`src/rtl/coproc_exc_regs.svh`:
```
// Offsets, primitive codes, masks and frame sizes for the coprocessor exception dialog
`ifndef COPROC_EXC_REGS_SVH
`define COPROC_EXC_REGS_SVH

// Interface register selectors
`define SEL_RESPONSE     3'h0
`define SEL_CONTROL      3'h1
`define SEL_COMMAND      3'h2
`define SEL_CONDITION    3'h3

// Primitive word fields
`define PRIM_CA_BIT      15
`define PRIM_PC_BIT      14
`define PRIM_CODE_MASK   8'hBF
`define PRIM_CODE_PRE    8'h1C
`define PRIM_CODE_MID    8'h1D
`define PRIM_CODE_POST   8'h1E
`define PRIM_CODE_REL    8'h02

// Control register mask that acknowledges an exception request
`define CTRL_EXC_ACK     16'h0002

// Vector used for unrecognized command or condition words
`define VEC_FLINE        8'h0B

// Stack frame sizes in words
`define FRAME_WORDS_PRE  4'h4
`define FRAME_WORDS_MID  4'hA
`define FRAME_WORDS_POST 4'h6

`endif

```
`src/rtl/coproc_exc_pkg.sv`:
```
// Types shared by both ends of the coprocessor exception dialog
package coproc_exc_pkg;
   typedef enum logic [1:0] {
      FRAME_NONE,
      FRAME_PRE,
      FRAME_MID,
      FRAME_POST
   } frame_kind_e;

   typedef enum logic [2:0] {
      RK_BUSY,
      RK_RELEASE,
      RK_DONE,
      RK_PRE,
      RK_MID,
      RK_POST
   } resp_kind_e;
endpackage : coproc_exc_pkg

```
`src/rtl/coproc_interface_register_if.sv`:
```
// Interface register access path between the processor and the coprocessor
`timescale 1ns/1ps
interface coproc_interface_register_if;
   logic        req;
   logic        write;
   logic [2:0]  sel;
   logic [15:0] wdata;
   logic        ack;
   logic [15:0] rdata;

   modport proc (output req, output write, output sel, output wdata, input ack, input rdata);
   modport cop  (input req, input write, input sel, input wdata, output ack, output rdata);
endinterface : coproc_interface_register_if

```
`src/rtl/coproc_exc_proc.sv`:
```
// Processor end: issues coprocessor dialog and handles take-exception primitives
`timescale 1ns/1ps
`include "coproc_exc_regs.svh"

//==================================================================
// Summary of operation
// RULE_01: Midinstruction word upper byte 0,flag,011101, vector low
// RULE_02: Postinstruction word upper byte 0,flag,011110, vector low
// RULE_03: Write acknowledge mask before exception processing
// RULE_04: Exception vector comes from primitive field
// RULE_05: Pre frame four words, pc is opcode address
// RULE_06: Unmodified pre frame return restarts instruction
// RULE_07: Mid frame ten words, pc, scan, ea
// RULE_08: Mid frame ea undefined without evaluation
// RULE_09: Unmodified mid return rereads response register
// RULE_10: Post frame six words, scan and pc
// RULE_11: Unmodified post return fetches at scan pointer
// RULE_12: Coprocessor uses post at completion or abort
// RULE_13: Accept primitives in both instruction categories
// RULE_14: Coprocessor avoids pre after visible changes
// RULE_15: Pre answers unknown command or early exception
// RULE_16: Concurrent exception deferred to next instruction start
// RULE_17: Come-again clear releases processor early
// RULE_18: Coprocessor records address via flag before release
// RULE_19: Coprocessor uses mid during instruction dialog
// RULE_20: Pre code is distinct parameter, same layout
module coproc_exc_proc
   import coproc_exc_pkg::*;
#(
   parameter logic [7:0] PRE_CODE = `PRIM_CODE_PRE
) (
   input  wire logic                        clk,
   input  wire logic                        reset_n,
   coproc_interface_register_if.proc        bus,
   input  wire logic                        start,
   input  wire logic                        conditional,
   input  wire logic [15:0]                 op_word,
   input  wire logic [31:0]                 opcode_addr,
   input  wire logic [31:0]                 scan_ptr,
   input  wire logic                        ea_valid,
   input  wire logic [31:0]                 ea,
   input  wire logic                        return_from_exception_op,
   input  wire logic                        frame_modified,
   output logic                             busy,
   output logic                             exc_frame,
   output coproc_exc_pkg::frame_kind_e      frame_kind,
   output logic [3:0]                       frame_words,
   output logic [7:0]                       exc_vector,
   output logic [31:0]                      frame_pc,
   output logic [31:0]                      frame_scan,
   output logic [31:0]                      frame_ea,
   output logic                             released,
   output logic                             restart,
   output logic                             fetch_valid,
   output logic [31:0]                      fetch_addr
);
   import coproc_exc_pkg::*;

   typedef enum logic [2:0] {
      P_IDLE,
      P_CMD,
      P_RESP,
      P_ACK,
      P_FRAME
   } proc_state_e;

   // Classify a primitive word, the address flag is ignored in the match
   function automatic frame_kind_e classify(input logic [15:0] w, input logic [7:0] pre_code);
      logic [7:0] code;
      code = w[15:8] & `PRIM_CODE_MASK;
      if (code == pre_code)
         classify = FRAME_PRE;
      else if (code == `PRIM_CODE_MID)
         classify = FRAME_MID;
      else if (code == `PRIM_CODE_POST)
         classify = FRAME_POST;
      else
         classify = FRAME_NONE;
   endfunction : classify

   proc_state_e  state;
   proc_state_e  next_state;
   logic         next_req;
   logic         next_write;
   logic [2:0]   next_sel;
   logic [15:0]  next_wdata;
   logic [15:0]  cmd_word;
   logic [15:0]  next_cmd_word;
   logic         is_cond;
   logic         next_is_cond;
   logic [31:0]  cur_opcode;
   logic [31:0]  next_cur_opcode;
   logic [31:0]  cur_scan;
   logic [31:0]  next_cur_scan;
   logic [31:0]  cur_ea;
   logic [31:0]  next_cur_ea;
   logic         next_busy;
   logic         next_exc_frame;
   frame_kind_e  next_frame_kind;
   logic [3:0]   next_frame_words;
   logic [7:0]   next_exc_vector;
   logic [31:0]  next_frame_pc;
   logic [31:0]  next_frame_scan;
   logic [31:0]  next_frame_ea;
   logic         next_released;
   logic         next_restart;
   logic         next_fetch_valid;
   logic [31:0]  next_fetch_addr;
   frame_kind_e  resp_kind;

   assign resp_kind = classify(bus.rdata, PRE_CODE); // RULE_01 RULE_02 RULE_20

   //==================================================================
   // Dialog sequencing
   always_comb begin
      next_state       = state;
      next_req         = bus.req;
      next_write       = bus.write;
      next_sel         = bus.sel;
      next_wdata       = bus.wdata;
      next_cmd_word    = cmd_word;
      next_is_cond     = is_cond;
      next_cur_opcode  = cur_opcode;
      next_cur_scan    = cur_scan;
      next_cur_ea      = cur_ea;
      next_busy        = busy;
      next_exc_frame   = exc_frame;
      next_frame_kind  = frame_kind;
      next_frame_words = frame_words;
      next_exc_vector  = exc_vector;
      next_frame_pc    = frame_pc;
      next_frame_scan  = frame_scan;
      next_frame_ea    = frame_ea;
      next_released    = 1'b0;
      next_restart     = 1'b0;
      next_fetch_valid = 1'b0;
      next_fetch_addr  = fetch_addr;
      case (state)
         P_IDLE: begin
            if (start) begin
               next_cmd_word   = op_word;
               next_is_cond    = conditional;
               next_cur_opcode = opcode_addr;
               next_cur_scan   = scan_ptr;
               // Without an evaluated address the field is left at zero, any value is legal there
               next_cur_ea     = ea_valid ? ea : 32'h0000_0000; // RULE_08
               next_busy       = 1'b1;
               next_req        = 1'b1;
               next_write      = 1'b1;
               next_sel        = conditional ? `SEL_CONDITION : `SEL_COMMAND;
               next_wdata      = op_word;
               next_state      = P_CMD;
            end
         end
         P_CMD: begin
            if (bus.ack) begin
               next_write = 1'b0;
               next_sel   = `SEL_RESPONSE;
               next_wdata = 16'h0000;
               next_state = P_RESP;
            end
         end
         P_RESP: begin
            if (bus.ack) begin
               next_req = 1'b0;
               // Both categories take the same exception path
               if (resp_kind != FRAME_NONE) begin // RULE_13
                  next_frame_kind = resp_kind;
                  next_exc_vector = bus.rdata[7:0]; // RULE_04
                  next_frame_pc   = cur_opcode; // RULE_05 RULE_07 RULE_10
                  next_frame_scan = cur_scan; // RULE_07 RULE_10
                  next_frame_ea   = cur_ea; // RULE_07
                  case (resp_kind)
                     FRAME_PRE:  next_frame_words = `FRAME_WORDS_PRE; // RULE_05
                     FRAME_MID:  next_frame_words = `FRAME_WORDS_MID; // RULE_07
                     FRAME_POST: next_frame_words = `FRAME_WORDS_POST; // RULE_10
                     default:    next_frame_words = 4'h0;
                  endcase
                  next_req   = 1'b1;
                  next_write = 1'b1;
                  next_sel   = `SEL_CONTROL;
                  next_wdata = `CTRL_EXC_ACK; // RULE_03
                  next_state = P_ACK;
               end else if (!bus.rdata[`PRIM_CA_BIT]) begin
                  // Coprocessor may keep working concurrently after this
                  next_released = 1'b1; // RULE_17
                  next_busy     = 1'b0;
                  next_state    = P_IDLE;
               end else begin
                  next_req = 1'b1;
               end
            end
         end
         P_ACK: begin
            // Exception processing starts only once the mask write completed
            if (bus.ack) begin // RULE_03
               next_req       = 1'b0;
               next_write     = 1'b0;
               next_exc_frame = 1'b1;
               next_state     = P_FRAME;
            end
         end
         P_FRAME: begin
            if (return_from_exception_op) begin
               next_exc_frame = 1'b0;
               if (frame_modified) begin
                  // Handler rewrote the frame, the instruction is abandoned
                  next_busy  = 1'b0;
                  next_state = P_IDLE;
               end else begin
                  case (frame_kind)
                     FRAME_PRE: begin
                        next_restart = 1'b1; // RULE_06
                        next_req     = 1'b1;
                        next_write   = 1'b1;
                        next_sel     = is_cond ? `SEL_CONDITION : `SEL_COMMAND;
                        next_wdata   = cmd_word;
                        next_state   = P_CMD;
                     end
                     FRAME_MID: begin
                        next_req   = 1'b1; // RULE_09
                        next_write = 1'b0;
                        next_sel   = `SEL_RESPONSE;
                        next_state = P_RESP;
                     end
                     default: begin
                        next_fetch_valid = 1'b1;
                        next_fetch_addr  = frame_scan; // RULE_11
                        next_busy        = 1'b0;
                        next_state       = P_IDLE;
                     end
                  endcase
               end
            end
         end
         default: begin
            next_state = P_IDLE;
            next_req   = 1'b0;
            next_busy  = 1'b0;
         end
      endcase
   end

   always_ff @(posedge clk or negedge reset_n) begin
      if (!reset_n) begin
         state       <= P_IDLE;
         bus.req     <= 1'b0;
         bus.write   <= 1'b0;
         bus.sel     <= `SEL_RESPONSE;
         bus.wdata   <= 16'h0000;
         cmd_word    <= 16'h0000;
         is_cond     <= 1'b0;
         cur_opcode  <= 32'h0000_0000;
         cur_scan    <= 32'h0000_0000;
         cur_ea      <= 32'h0000_0000;
         busy        <= 1'b0;
         exc_frame   <= 1'b0;
         frame_kind  <= FRAME_NONE;
         frame_words <= 4'h0;
         exc_vector  <= 8'h00;
         frame_pc    <= 32'h0000_0000;
         frame_scan  <= 32'h0000_0000;
         frame_ea    <= 32'h0000_0000;
         released    <= 1'b0;
         restart     <= 1'b0;
         fetch_valid <= 1'b0;
         fetch_addr  <= 32'h0000_0000;
      end else begin
         state       <= next_state;
         bus.req     <= next_req;
         bus.write   <= next_write;
         bus.sel     <= next_sel;
         bus.wdata   <= next_wdata;
         cmd_word    <= next_cmd_word;
         is_cond     <= next_is_cond;
         cur_opcode  <= next_cur_opcode;
         cur_scan    <= next_cur_scan;
         cur_ea      <= next_cur_ea;
         busy        <= next_busy;
         exc_frame   <= next_exc_frame;
         frame_kind  <= next_frame_kind;
         frame_words <= next_frame_words;
         exc_vector  <= next_exc_vector;
         frame_pc    <= next_frame_pc;
         frame_scan  <= next_frame_scan;
         frame_ea    <= next_frame_ea;
         released    <= next_released;
         restart     <= next_restart;
         fetch_valid <= next_fetch_valid;
         fetch_addr  <= next_fetch_addr;
      end
   end
endmodule : coproc_exc_proc

```
`src/flat_wrapper.sv`:
```
// flat-port wrapper written by rule: the top's interface ports become plain ports
module coproc_exc_proc_flat import coproc_exc_pkg::*;
#(
   parameter logic [7:0] PRE_CODE = `PRIM_CODE_PRE
)
  (clk, reset_n, start, conditional, op_word, opcode_addr, scan_ptr, ea_valid, ea, return_from_exception_op, frame_modified, busy, exc_frame, frame_kind, frame_words, exc_vector, frame_pc, frame_scan, frame_ea, released, restart, fetch_valid, fetch_addr, bus_req, bus_write, bus_sel, bus_wdata, bus_ack, bus_rdata);
  coproc_interface_register_if bus_i ();
  input  wire logic clk;
  input  wire logic reset_n;
  input  wire logic start;
  input  wire logic conditional;
  input  wire logic [15:0] op_word;
  input  wire logic [31:0] opcode_addr;
  input  wire logic [31:0] scan_ptr;
  input  wire logic ea_valid;
  input  wire logic [31:0] ea;
  input  wire logic return_from_exception_op;
  input  wire logic frame_modified;
  output logic busy;
  output logic exc_frame;
  output coproc_exc_pkg::frame_kind_e frame_kind;
  output logic [3:0] frame_words;
  output logic [7:0] exc_vector;
  output logic [31:0] frame_pc;
  output logic [31:0] frame_scan;
  output logic [31:0] frame_ea;
  output logic released;
  output logic restart;
  output logic fetch_valid;
  output logic [31:0] fetch_addr;
  output wire logic [$bits(bus_i.req)-1:0] bus_req;
  output wire logic [$bits(bus_i.write)-1:0] bus_write;
  output wire logic [$bits(bus_i.sel)-1:0] bus_sel;
  output wire logic [$bits(bus_i.wdata)-1:0] bus_wdata;
  input wire logic [$bits(bus_i.ack)-1:0] bus_ack;
  input wire logic [$bits(bus_i.rdata)-1:0] bus_rdata;
  assign bus_req = bus_i.req;
  assign bus_write = bus_i.write;
  assign bus_sel = bus_i.sel;
  assign bus_wdata = bus_i.wdata;
  assign bus_i.ack = bus_ack;
  assign bus_i.rdata = bus_rdata;
  coproc_exc_proc #(.PRE_CODE(PRE_CODE)) u_core (.clk(clk), .reset_n(reset_n), .bus(bus_i), .start(start), .conditional(conditional), .op_word(op_word), .opcode_addr(opcode_addr), .scan_ptr(scan_ptr), .ea_valid(ea_valid), .ea(ea), .return_from_exception_op(return_from_exception_op), .frame_modified(frame_modified), .busy(busy), .exc_frame(exc_frame), .frame_kind(frame_kind), .frame_words(frame_words), .exc_vector(exc_vector), .frame_pc(frame_pc), .frame_scan(frame_scan), .frame_ea(frame_ea), .released(released), .restart(restart), .fetch_valid(fetch_valid), .fetch_addr(fetch_addr));
endmodule
```
`config.mk`:
```
export PLATFORM = sky130hd
export DESIGN_NAME = coproc_exc_proc_flat
export DESIGN_NICKNAME = d
export VERILOG_FILES = /design/src/rtl/coproc_exc_pkg.sv /design/src/rtl/coproc_interface_register_if.sv /design/src/rtl/coproc_exc_proc.sv /design/src/flat_wrapper.sv
export VERILOG_INCLUDE_DIRS = /design/src /design/src/rtl
export SDC_FILE = /design/constraint.sdc
export NUM_CORES = 1
export LEC_CHECK = 0
export BUFFER_PORTS_ARGS = -buffer_cell sky130_fd_sc_hd__buf_2
export CORE_UTILIZATION = 57
export DETAILED_ROUTE_END_ITERATION = 12
export PLACE_DENSITY = 0.89
export SKIP_LAST_GASP = 1
export SYNTH_ARGS = -nofsm -noshare
export SYNTH_HDL_FRONTEND = slang
export SYNTH_SLANG_ARGS = --single-unit
```
`constraint.sdc`:
```
create_clock -name clk -period 5.6 [get_ports clk]
set_input_delay 0.28 -clock clk [delete_from_list [all_inputs] [get_ports clk]]
set_output_delay 0.28 -clock clk [all_outputs]
set_load 0.005 [all_outputs]
```
======== Word-level counts from Yosys, hierarchy flattened ========
Index checks and enable logic that the tools add are counted.
Widths: inputs -> output; s select.
word-level totals
  register bits after elaboration ......... 284
  input port bits ......................... 136
  word-level logic and storage cells ...... 140
cells by class
  equal/unequal tests ..................... 27
  muxes and demuxes ....................... 70
  bitwise logic cells ..................... 4
  reduce and logical (&&, ||, !) cells .... 17
operators by type and width
  kind                count
  $mux 16             7
  $pmux 16 s4         1
  $mux 3              14
  $mux 1              34
  $mux 32             1
  $reduce_and 8->1    3
  $eq 7x5->1 const B  3
  $ne 2x2->1 const B  9
  $pmux 3 s5          1
  $reduce_and 7->1    2
  $pmux 3 s4          1
  $pmux 4 s3          1
  $pmux 1 s4          2
  $reduce_bool 4->1   2
  $eq 2x2->1 const B  3
  $eq 3x2->1 const B  2
  $mux 2              3
  $ne 2x1->1 const B  3
  $pmux 3 s2          1
  $reduce_and 3->1    2
  $reduce_and 6->1    1
  $pmux 1 s5          1
  $eq 2x1->1 const B  2
  $not 1->1           4
  other kinds (12)    15

======== Depth between registers and ports, before layout ========
Gate-level depths: netlist of run 1.
  word-level depth ........................ 8
  mapped depth ............................ 9
  mapped depth without buffers ............ 6

======== Worst setup path before layout of run 1 ========
OpenSTA, ideal clock, no wires.
  path kind ............................... reg2reg
  from .................................... reg u_core.state[1]
  to ...................................... reg u_core.bus.sel[0]
  data arrival time ....................... 1.681 ns
  data required time ...................... 5.473 ns
  slack ................................... 3.792 ns
  stages on the path, launching flop included .. 8
  clock period less this slack ............ 1.808 ns
  cells stage by stage .................... dfrtp_1 -> buf_4 -> nand2b_1 -> a32oi_2 -> o221a_1 -> buf_4 -> o31a_1 -> mux2_1
between the ends
  longest elaborated chain between the ends .. 3
  elaborated cells on any way between the ends .. 14
  classes of those cells .................. eq/ne (10); mux (1); reduce/logical (3)
RTL lines
  element                                       RTL line                            source
  start, declared                               coproc_exc_proc.sv:81               proc_state_e state;
  start signal, assigned                        coproc_exc_proc.sv:269              state <= next_state;
  $eq 3x3->1 (tied with other cells)            coproc_exc_proc.sv:138              case (state)
  $ne 3x1->1 (no line) (tied with other cells)  --
  $reduce_and 8->1 (no line)                    --
  end signal, assigned                          coproc_exc_proc.sv:249              bus.sel <= `SEL_RESPONSE;
  end signal, assigned                          coproc_exc_proc.sv:272              bus.sel <= next_sel;
  end, declared                                 coproc_interface_register_if.sv:11  modport proc (output req, output write, output sel, output wdata, input ack, input rdata);
Parallel ways exist; a longest one is shown, timed or not.
A chain may end at the register's enable or synchronous reset.

======== Final worst setup path of run 1 ========
  from .................................... reg u_core.state[1]
  to ...................................... reg u_core.bus.wdata[1]
between the ends
  longest elaborated chain between the ends .. 3
  elaborated cells on any way between the ends .. 14
  classes of those cells .................. eq/ne (10); mux (1); reduce/logical (3)
RTL lines
  element                                       RTL line                            source
  $eq 3x3->1 (tied with other cells)            coproc_exc_proc.sv:138
  $ne 2x1->1 (no line) (tied with other cells)  --
  $reduce_and 8->1 (no line)                    --
  end signal, assigned                          coproc_exc_proc.sv:273              bus.wdata <= next_wdata;
  end, declared                                 coproc_interface_register_if.sv:11
Parallel ways exist; a longest one is shown, timed or not.

==> results of run 1 <==
## how the worst max path moves through the flow
stage	from	cells after the start	to	slack, ps
2_1_floorplan	u_core.state[1]	7	u_core.bus.sel[0]	3790
3_3_place_gp	u_core.state[1]	4	u_core.bus.wdata[1]	2470
3_5_place_dp	u_core.state[1]	4	u_core.bus.wdata[1]	2330
4_1_cts	u_core.state[1]	4	u_core.bus.wdata[1]	2320
5_1_grt	u_core.state[1]	5	u_core.cur_opcode[13]	2090
6_report	u_core.state[1]	4	u_core.bus.wdata[1]	2250
## state kept, by name (all words and copies together), names as in the netlist, 2 cells and up
name and cells:
u_core.frame_pc 32, u_core.exc_vector 8, u_core.cur_opcode 32, u_core.fetch_addr 32
u_core.bus.sel 2, u_core.cmd_word 16, u_core.state 3, u_core.frame_scan 32
u_core.frame_words 2, u_core.cur_ea 32, u_core.bus.wdata 16, u_core.frame_kind 2
u_core.frame_ea 32, u_core.cur_scan 32
## power breakdown
part	internal, mW	switching [mW]	total (mW)	leakage, nW
registers	2.65	0.406	3.05	3.68
clock network	1.06	0.797	1.86	0.449
logic	0.852	1.11	1.96	4.22
## critical path, stage by stage, from the launching register on
cell and delay (ps):
dfrtp_1 610, nor2_1 810, o221a_1 1020, o21a_4 440
mux2_4 330
## area by class of cell
cell class	count	area share (%)
clock inverter	10	0.597
antenna	5	0.0830
inverter	23	0.572
tap	265	2.20
multi-input combinational	596	26.0
timing repair buffer	427	18.5
clock buffer	43	5.43
sequential	281	46.6
## layer usage
layer	wire length [um]	up-vias	global-route usage, %	part of all wire, %
met3	1990	152	5.97	6.2
met1	11800	4498	35.5	37
met5	0	-	0	0
li1	-	3989	-	-
met4	1680	0	19.2	5.2
met2	16500	472	54.8	52
## kinds of logic after synthesis
kind of cell               share of synthesized area [%]
and+or+nand+nor                                     12.6
DFF                                                 62.0
muxes                                               15.2
AOI/OAI and AO/OA                                   6.21
buffers and inverters                               3.62
adders and majority gates                          0.331
other                                             0.0330
xor gates and xnor gates                          0.0772
## metrics by stage
step	setup WS, ps	total power [mW]	utilization (%)	instances
after global routing	2090	7.22	77.5	1648
after detailed placement	2330	4.83	66.5	1470
after global placement	2470	4.70	66.5	1470
final	2250	6.87	77.5	1650
after floorplan	3790	4.20	-	959
after CTS	2320	6.75	77.4	1645
## cell usage after synthesis (5+ instances only)
master and n:
a21oi_1 39, a2bb2oi_1 6, a2bb2oi_2 10, buf_2 22
buf_4 6, buf_6 7, clkbuf_1 20, dfrtp_1 281
inv_1 21, mux2_2 99, mux2_4 39, nand2_1 293
nand3_1 33, nor2_1 5, o21ai_0 24
## what timing repair did
item	CTS	global route
endpoints found under the setup margin	0	0
endpoints found under the hold margin	249	0
hold buffers	122	0
gates resized for setup	0	0
setup buffers	0	0
==> impl_results.md, run 1 <==
* Hold path depth at 3
* H-Tree Depth at 1
* Placed Area at between 0.01 and 0.015 mm^2
* R2R depth at 4
* Min-Delay Endpoint: u_core.cur_ea[18]
* Clk root buf: clkbuf_16
* Multi-input combinational cell area at just under 0.004 mm^2
* Distinct cells, synth at between 40 and 50
* Reg2reg end: u_core.bus.wdata[1]
* Gate Count Post-Synth at approximately 960
* DR vias at slightly above 9000
* Fillcell total at about 1100
* Die footprint at 0.0205 mm^2
* Fin area at between 0.015 and 0.02 mm^2
* Clock Skews at approximately 13 ps
* Detailed placement HPWL at about 17 mm
* Initial drt markers at 508
* Routed length per placed instance at 19.4 um
* Least-Margin Pin Slew at 1250 ps
* Worst path required time at 6020 ps
* Period minus WS final at around 3300 ps
* Largest net degree at the start of global routing at around 150
* Fin nets at 1497
* Synth top area cells: dfrtp_1 (62%), mux2_2 (9.8%), nand2_1 (9.7%), mux2_4 (5.2%), a21oi_1 (1.7%)
* Final ANT Viol Nets at 0
* Area leader, netlist: dfrtp_1
* Die width at 143 um
* CP Launch Type: flip-flop
* Max clock buf depth at 3
* Commonest cells after routing, fill and taps aside: buf_2 (299), nand2_1 (293), dfrtp_1 (281)
* Final setup fails at 0
* Sequential area share after synthesis at between 60% and 70%
* CP Capture Type: flip-flop
* WHS at roughly 26 ps
* Row Count at 51
* Num CTS Buffers at 29
* First-pass GRT wire length at 49.9 mm
* GRT Overall Usage at between 30% and 40%
* Yosys warnings at 0
* Core ar. at ~0.02 mm^2
* RSZ-0062 raised after global routing: false
* Worst vdd ir at 382 uV
* Power per cell area at between 400 and 500 mW/mm^2
* Syn_area_per_cell at between 10 and 15 um^2
* I/O pin count at 304
* Slew Limit Fails at 0
* Initial antenna violation count at 3
* Flop2flop setup slack at 2250 ps
* Total of max-cap violations at 0
* Yosys reg bits at between 200 and 300
* Detail-routed via count per cell at about 5.5
* Data arrival time of the critical path at ~3800 ps
* # DRC at 0
* Top_reg_cell synth: dfrtp_1
* Number of port buffers at 300
* TNS Setup at 0 ps
* Starting Density at just under 60%
* Gr ovfl total at 0
* FMAX at 0.299 GHz
* Period utilization at about three fifths
* Critical path class: reg2reg
* RD Place Congestion at just under 0.9
* Final wirelength at 31.9 mm
* P_leak at 8.35 nW
* Largest fanout on the critical path at 19
* Die H at between 100 and 150 um
* Layout cell share with drive strength beyond 1 at 36.6%
* Post-synth EDFFs at 0
* Rel. slew slack at 16.0%
* Ys async rst share at 100%
* HP Start: ea[18]
* Reg-to-Reg Start: u_core.state[1]
* Pre-antenna DRT Iters at 6
* Worst-path clk slew at approximately 70 ps
* Final Hold Viols at 0
* Register area at approximately 0.0070 mm^2
* Result of the run: completed
* Worst skew pair latency at approximately 540 ps
* Leading cell type in the layout, fill and taps excluded: buf_2
* Top-area cell type share of the netlist area at between 60 and 70%
* HP Class: in2reg
* Synthesized area at about 0.011 mm^2
* TritonCTS clock tree: built
* Clock tree sinks at between 200 and 300
* Area Overhead vs Synth at 32.9%
* Number of global-route vias before repair at a little under 10000
Note: power is estimated with default switching activity, not from simulation.
==> inputs of run 2 (changes only) <==
--- a/config.mk
+++ b/config.mk
@@ -6,10 +6,11 @@
 export SDC_FILE = /design/constraint.sdc
 export NUM_CORES = 1
 export LEC_CHECK = 0
+export ABC_AREA = 1
 export BUFFER_PORTS_ARGS = -buffer_cell sky130_fd_sc_hd__buf_2
-export CORE_UTILIZATION = 57
+export CORE_UTILIZATION = 48
 export DETAILED_ROUTE_END_ITERATION = 12
-export PLACE_DENSITY = 0.89
+export PLACE_DENSITY = 0.8
 export SKIP_LAST_GASP = 1
 export SYNTH_ARGS = -nofsm -noshare
 export SYNTH_HDL_FRONTEND = slang
==> constraint.sdc (replaced) <==
create_clock -name clk -period 3 [get_ports clk]
set_input_delay 0.15 -clock clk [delete_from_list [all_inputs] [get_ports clk]]
set_output_delay 0.15 -clock clk [all_outputs]
set_load 0.005 [all_outputs]
==> impl_results.md, run 2 <==
* Gr ovfl total at 0 (unchanged)
* Slew Limit Fails at 0 (unchanged)
* Total of max-cap violations at 0 (unchanged)
* Num CTS Buffers at 30 (was 29)
* Reg-to-Reg Start: u_core.state[0] (was u_core.state[1])
* Detail-routed via count per cell at 5.04 (was 5.52)
* Yosys warnings at 0 (unchanged)
* Result of the run: completed (unchanged)
* Worst-path clk slew at 60 ps (was 70 ps)
* HP Class: in2reg (unchanged)
* Worst vdd ir at 645 uV (was 382 uV)
* Starting Density at 49.2% (was 58.3%)
* Pre-antenna DRT Iters at 7 (was 6)
* TritonCTS clock tree: built (unchanged)
* Leading cell type in the layout, fill and taps excluded: nand2_1 (was buf_2)
* Placed cell count at 1882 (was 1470)
* Clk root buf: clkbuf_16 (unchanged)
* Post-CTS setup buffer count at 0 (unchanged)
* Distinct cells, synth at 31 (was 48)
* Data arrival time of the critical path at 2580 ps (was 3770 ps)
* Worst path required time at 3440 ps (was 6020 ps)
* Top_reg_cell synth: dfrtp_1 (unchanged)
* Min-Delay Endpoint: u_core.frame_kind[0] (was u_core.cur_ea[18])
* Die footprint at 0.0248 mm^2 (was 0.0205 mm^2)
* Clock Skews at 16.2 ps (was 13.3 ps)
* Synthesized area at 0.0116 mm^2 (was 0.0113 mm^2)
* # DRC at 0 (unchanged)
* Largest net degree at the start of global routing at 84 (was 154)
* Core ar. at 0.0236 mm^2 (was 0.0195 mm^2)
* P_leak at 8.66 nW (was 8.35 nW)
* Yosys reg bits at 281 (unchanged)
* Detailed placement HPWL at 18.9 mm (was 16.8 mm)
* Hold path depth at 5 (was 3)
* CP Launch Type: flip-flop (unchanged)
* Area Overhead vs Synth at 34.3% (was 32.9%)
* Flop2flop setup slack at 860 ps (was 2250 ps)
* Number of global-route vias before repair at 10500 (was 9821)
* Period minus WS final at 2140 ps (was 3350 ps)
* I/O pin count at 304 (unchanged)
* Initial drt markers at 778 (was 508)
* Place WS at 923 ps (was 2330 ps)
* Core Util, Final at 66.1% (was 77.5%)
* Largest fanout on the critical path at 67 (was 19)
* Post-synth EDFFs at 0 (unchanged)
* FMAX at 0.466 GHz (was 0.299 GHz)
* Fin nets at 1862 (was 1497)
* DR vias at 10400 (was 9111)
* Fin area at 0.0156 mm^2 (was 0.0151 mm^2)
* Final Instance Count excl. Fillers at 2064 (was 1650)
* RD Place Congestion at 0.899 (was 0.873)
* Placed Area at 0.0133 mm^2 (was 0.0129 mm^2)
* Rel. slew slack at 38.8% (was 16.0%)
* Syn_area_per_cell at 8.77 um^2 (was 11.8 um^2)
* WHS at 40.6 ps (was 25.6 ps)
* Period utilization at 71.5% (was 59.8%)
* Top cells by count, synth: nand2_1 (508), dfrtp_1 (281), o21ai_0 (143) (was nand2_1 (293), dfrtp_1 (281), mux2_2 (99))
* Number of port buffers at 300 (unchanged)
* Die width at 158 um (was 143 um)
* RSZ-0062 raised after global routing: false (unchanged)
* Ys async rst share at 100% (unchanged)
* Most frequent cell after synthesis: nand2_1 (unchanged)
* Routed length per placed instance at 15.7 um (was 19.4 um)
* First-pass GRT wire length at 51.2 mm (was 49.9 mm)
* GRT Overall Usage at 26.1% (was 31.3%)
* Gate Count Post-Synth at 1325 (was 958)
* CP Capture Type: flip-flop (unchanged)
* Layout cell share with drive strength beyond 1 at 22.0% (was 36.6%)
* Top-area cell type share of the netlist area at 60.5% (was 62.0%)
* HP Start: bus_rdata[9] (was ea[18])
* Area leader, netlist: dfrtp_1 (unchanged)
* Post-CTS sizing at 0 (unchanged)
* Total Power at 13.5 mW (was 6.87 mW)
* Final wirelength at 32.4 mm (was 31.9 mm)
* H-Tree Depth at 1 (unchanged)
* Max clock buf depth at 3 (unchanged)
* Final ANT Viol Nets at 0 (unchanged)
* Setup ws final at 856 ps (was 2250 ps)
* Die H at 158 um (was 143 um)
* Commonest cells after routing, fill and taps aside: nand2_1 (507), buf_2 (299), dfrtp_1 (281) (was buf_2 (299), nand2_1 (293), dfrtp_1 (281))
* Row Count at 56 (was 51)
* Sequential area share after synthesis at 60.5% (was 62.0%)
* TNS Setup at 0 ps (unchanged)
* Synth top area cells: dfrtp_1 (61%), nand2_1 (16%), o21ai_0 (6.2%), nand3_1 (3.4%), inv_1 (3.3%) (was dfrtp_1 (62%), mux2_2 (9.8%), nand2_1 (9.7%), mux2_4 (5.2%), a21oi_1 (1.7%))
* Final setup fails at 0 (unchanged)
* Least-Margin Pin Slew at 918 ps (was 1250 ps)
* Critical path class: reg2reg (unchanged)
* Worst skew pair latency at 550 ps (was 540 ps)
* R2R depth at 8 (was 4)
* Final Hold Viols at 0 (unchanged)
* Reg2reg end: u_core.cur_ea[15] (was u_core.bus.wdata[1])
* Initial antenna violation count at 2 (was 3)
* Power per cell area at 864 mW/mm^2 (was 456 mW/mm^2)
* Clock tree sinks at 281 (unchanged)
## run 2: worst max-delay path, stage by stage (launching register included)
cell,delay [ps]
dfrtp_1,450
inv_2,130
nand2_1,140
nor2_1,250
nand2_4,100
inv_4,330
buf_12,320
nand3_1,130
o21ai_0,150
## run 2: worst max path at each step
stage	from	to	slack [ps]	cells past startpoint
2_1_floorplan	u_core.frame_kind[0]	u_core.fetch_addr[13]	1370	7
4_1_cts	u_core.state[0]	u_core.cur_ea[12]	890	8
6_report	u_core.state[0]	u_core.cur_ea[15]	860	8
3_3_place_gp	u_core.state[0]	u_core.cmd_word[15]	950	7
5_1_grt	u_core.state[0]	u_core.cur_ea[15]	710	8
3_5_place_dp	u_core.state[0]	u_core.cmd_word[15]	920	7
## run 2: final cells by class
class | count | area, um^2
fillers | 1786 | 8010
flip-flops and latches | 281 | 7030
multi-input cells | 860 | 3780
repair buffers | 442 | 2970
clock buffers | 47 | 926
inverters | 108 | 413
well taps | 319 | 399
clock inverters | 4 | 73.8
diodes | 3 | 7.51
## run 2: what timing repair did
| action | CTS | global route |
|---|---|---|
| setup endpoints to repair | 0 | 0 |
| endpoints found under the hold margin | 195 | 0 |
| hold buffers | 128 | 0 |
## run 2: kinds of logic (layout without fill, tap and decap cells)
logic type	Yosys count	in the layout	synth area share (%)
AO/OA/AOI/OAI	204	204	9.50
adder cells (fa/ha/maj)	3	3	0.323
buffers and inverters	185	601	7.06
flip-flops	281	281	60.5
other	1	5	0.0323
AND/OR/NAND/NOR	651	651	22.5
## run 2: power breakdown
group	switching, mW	internal (mW)	leakage (nW)
sequential	0.705	5.12	3.63
combinational	2.40	1.51	4.55
clock	1.48	2.27	0.492
## run 2: per-layer routing
metal	vias up	track usage (%)	share of wire, %
met5	-	0	0
met4	0	10.4	3.0
met3	74	5.15	6.9
met2	430	45.7	51
met1	4953	31.5	39
li1	4944	-	-
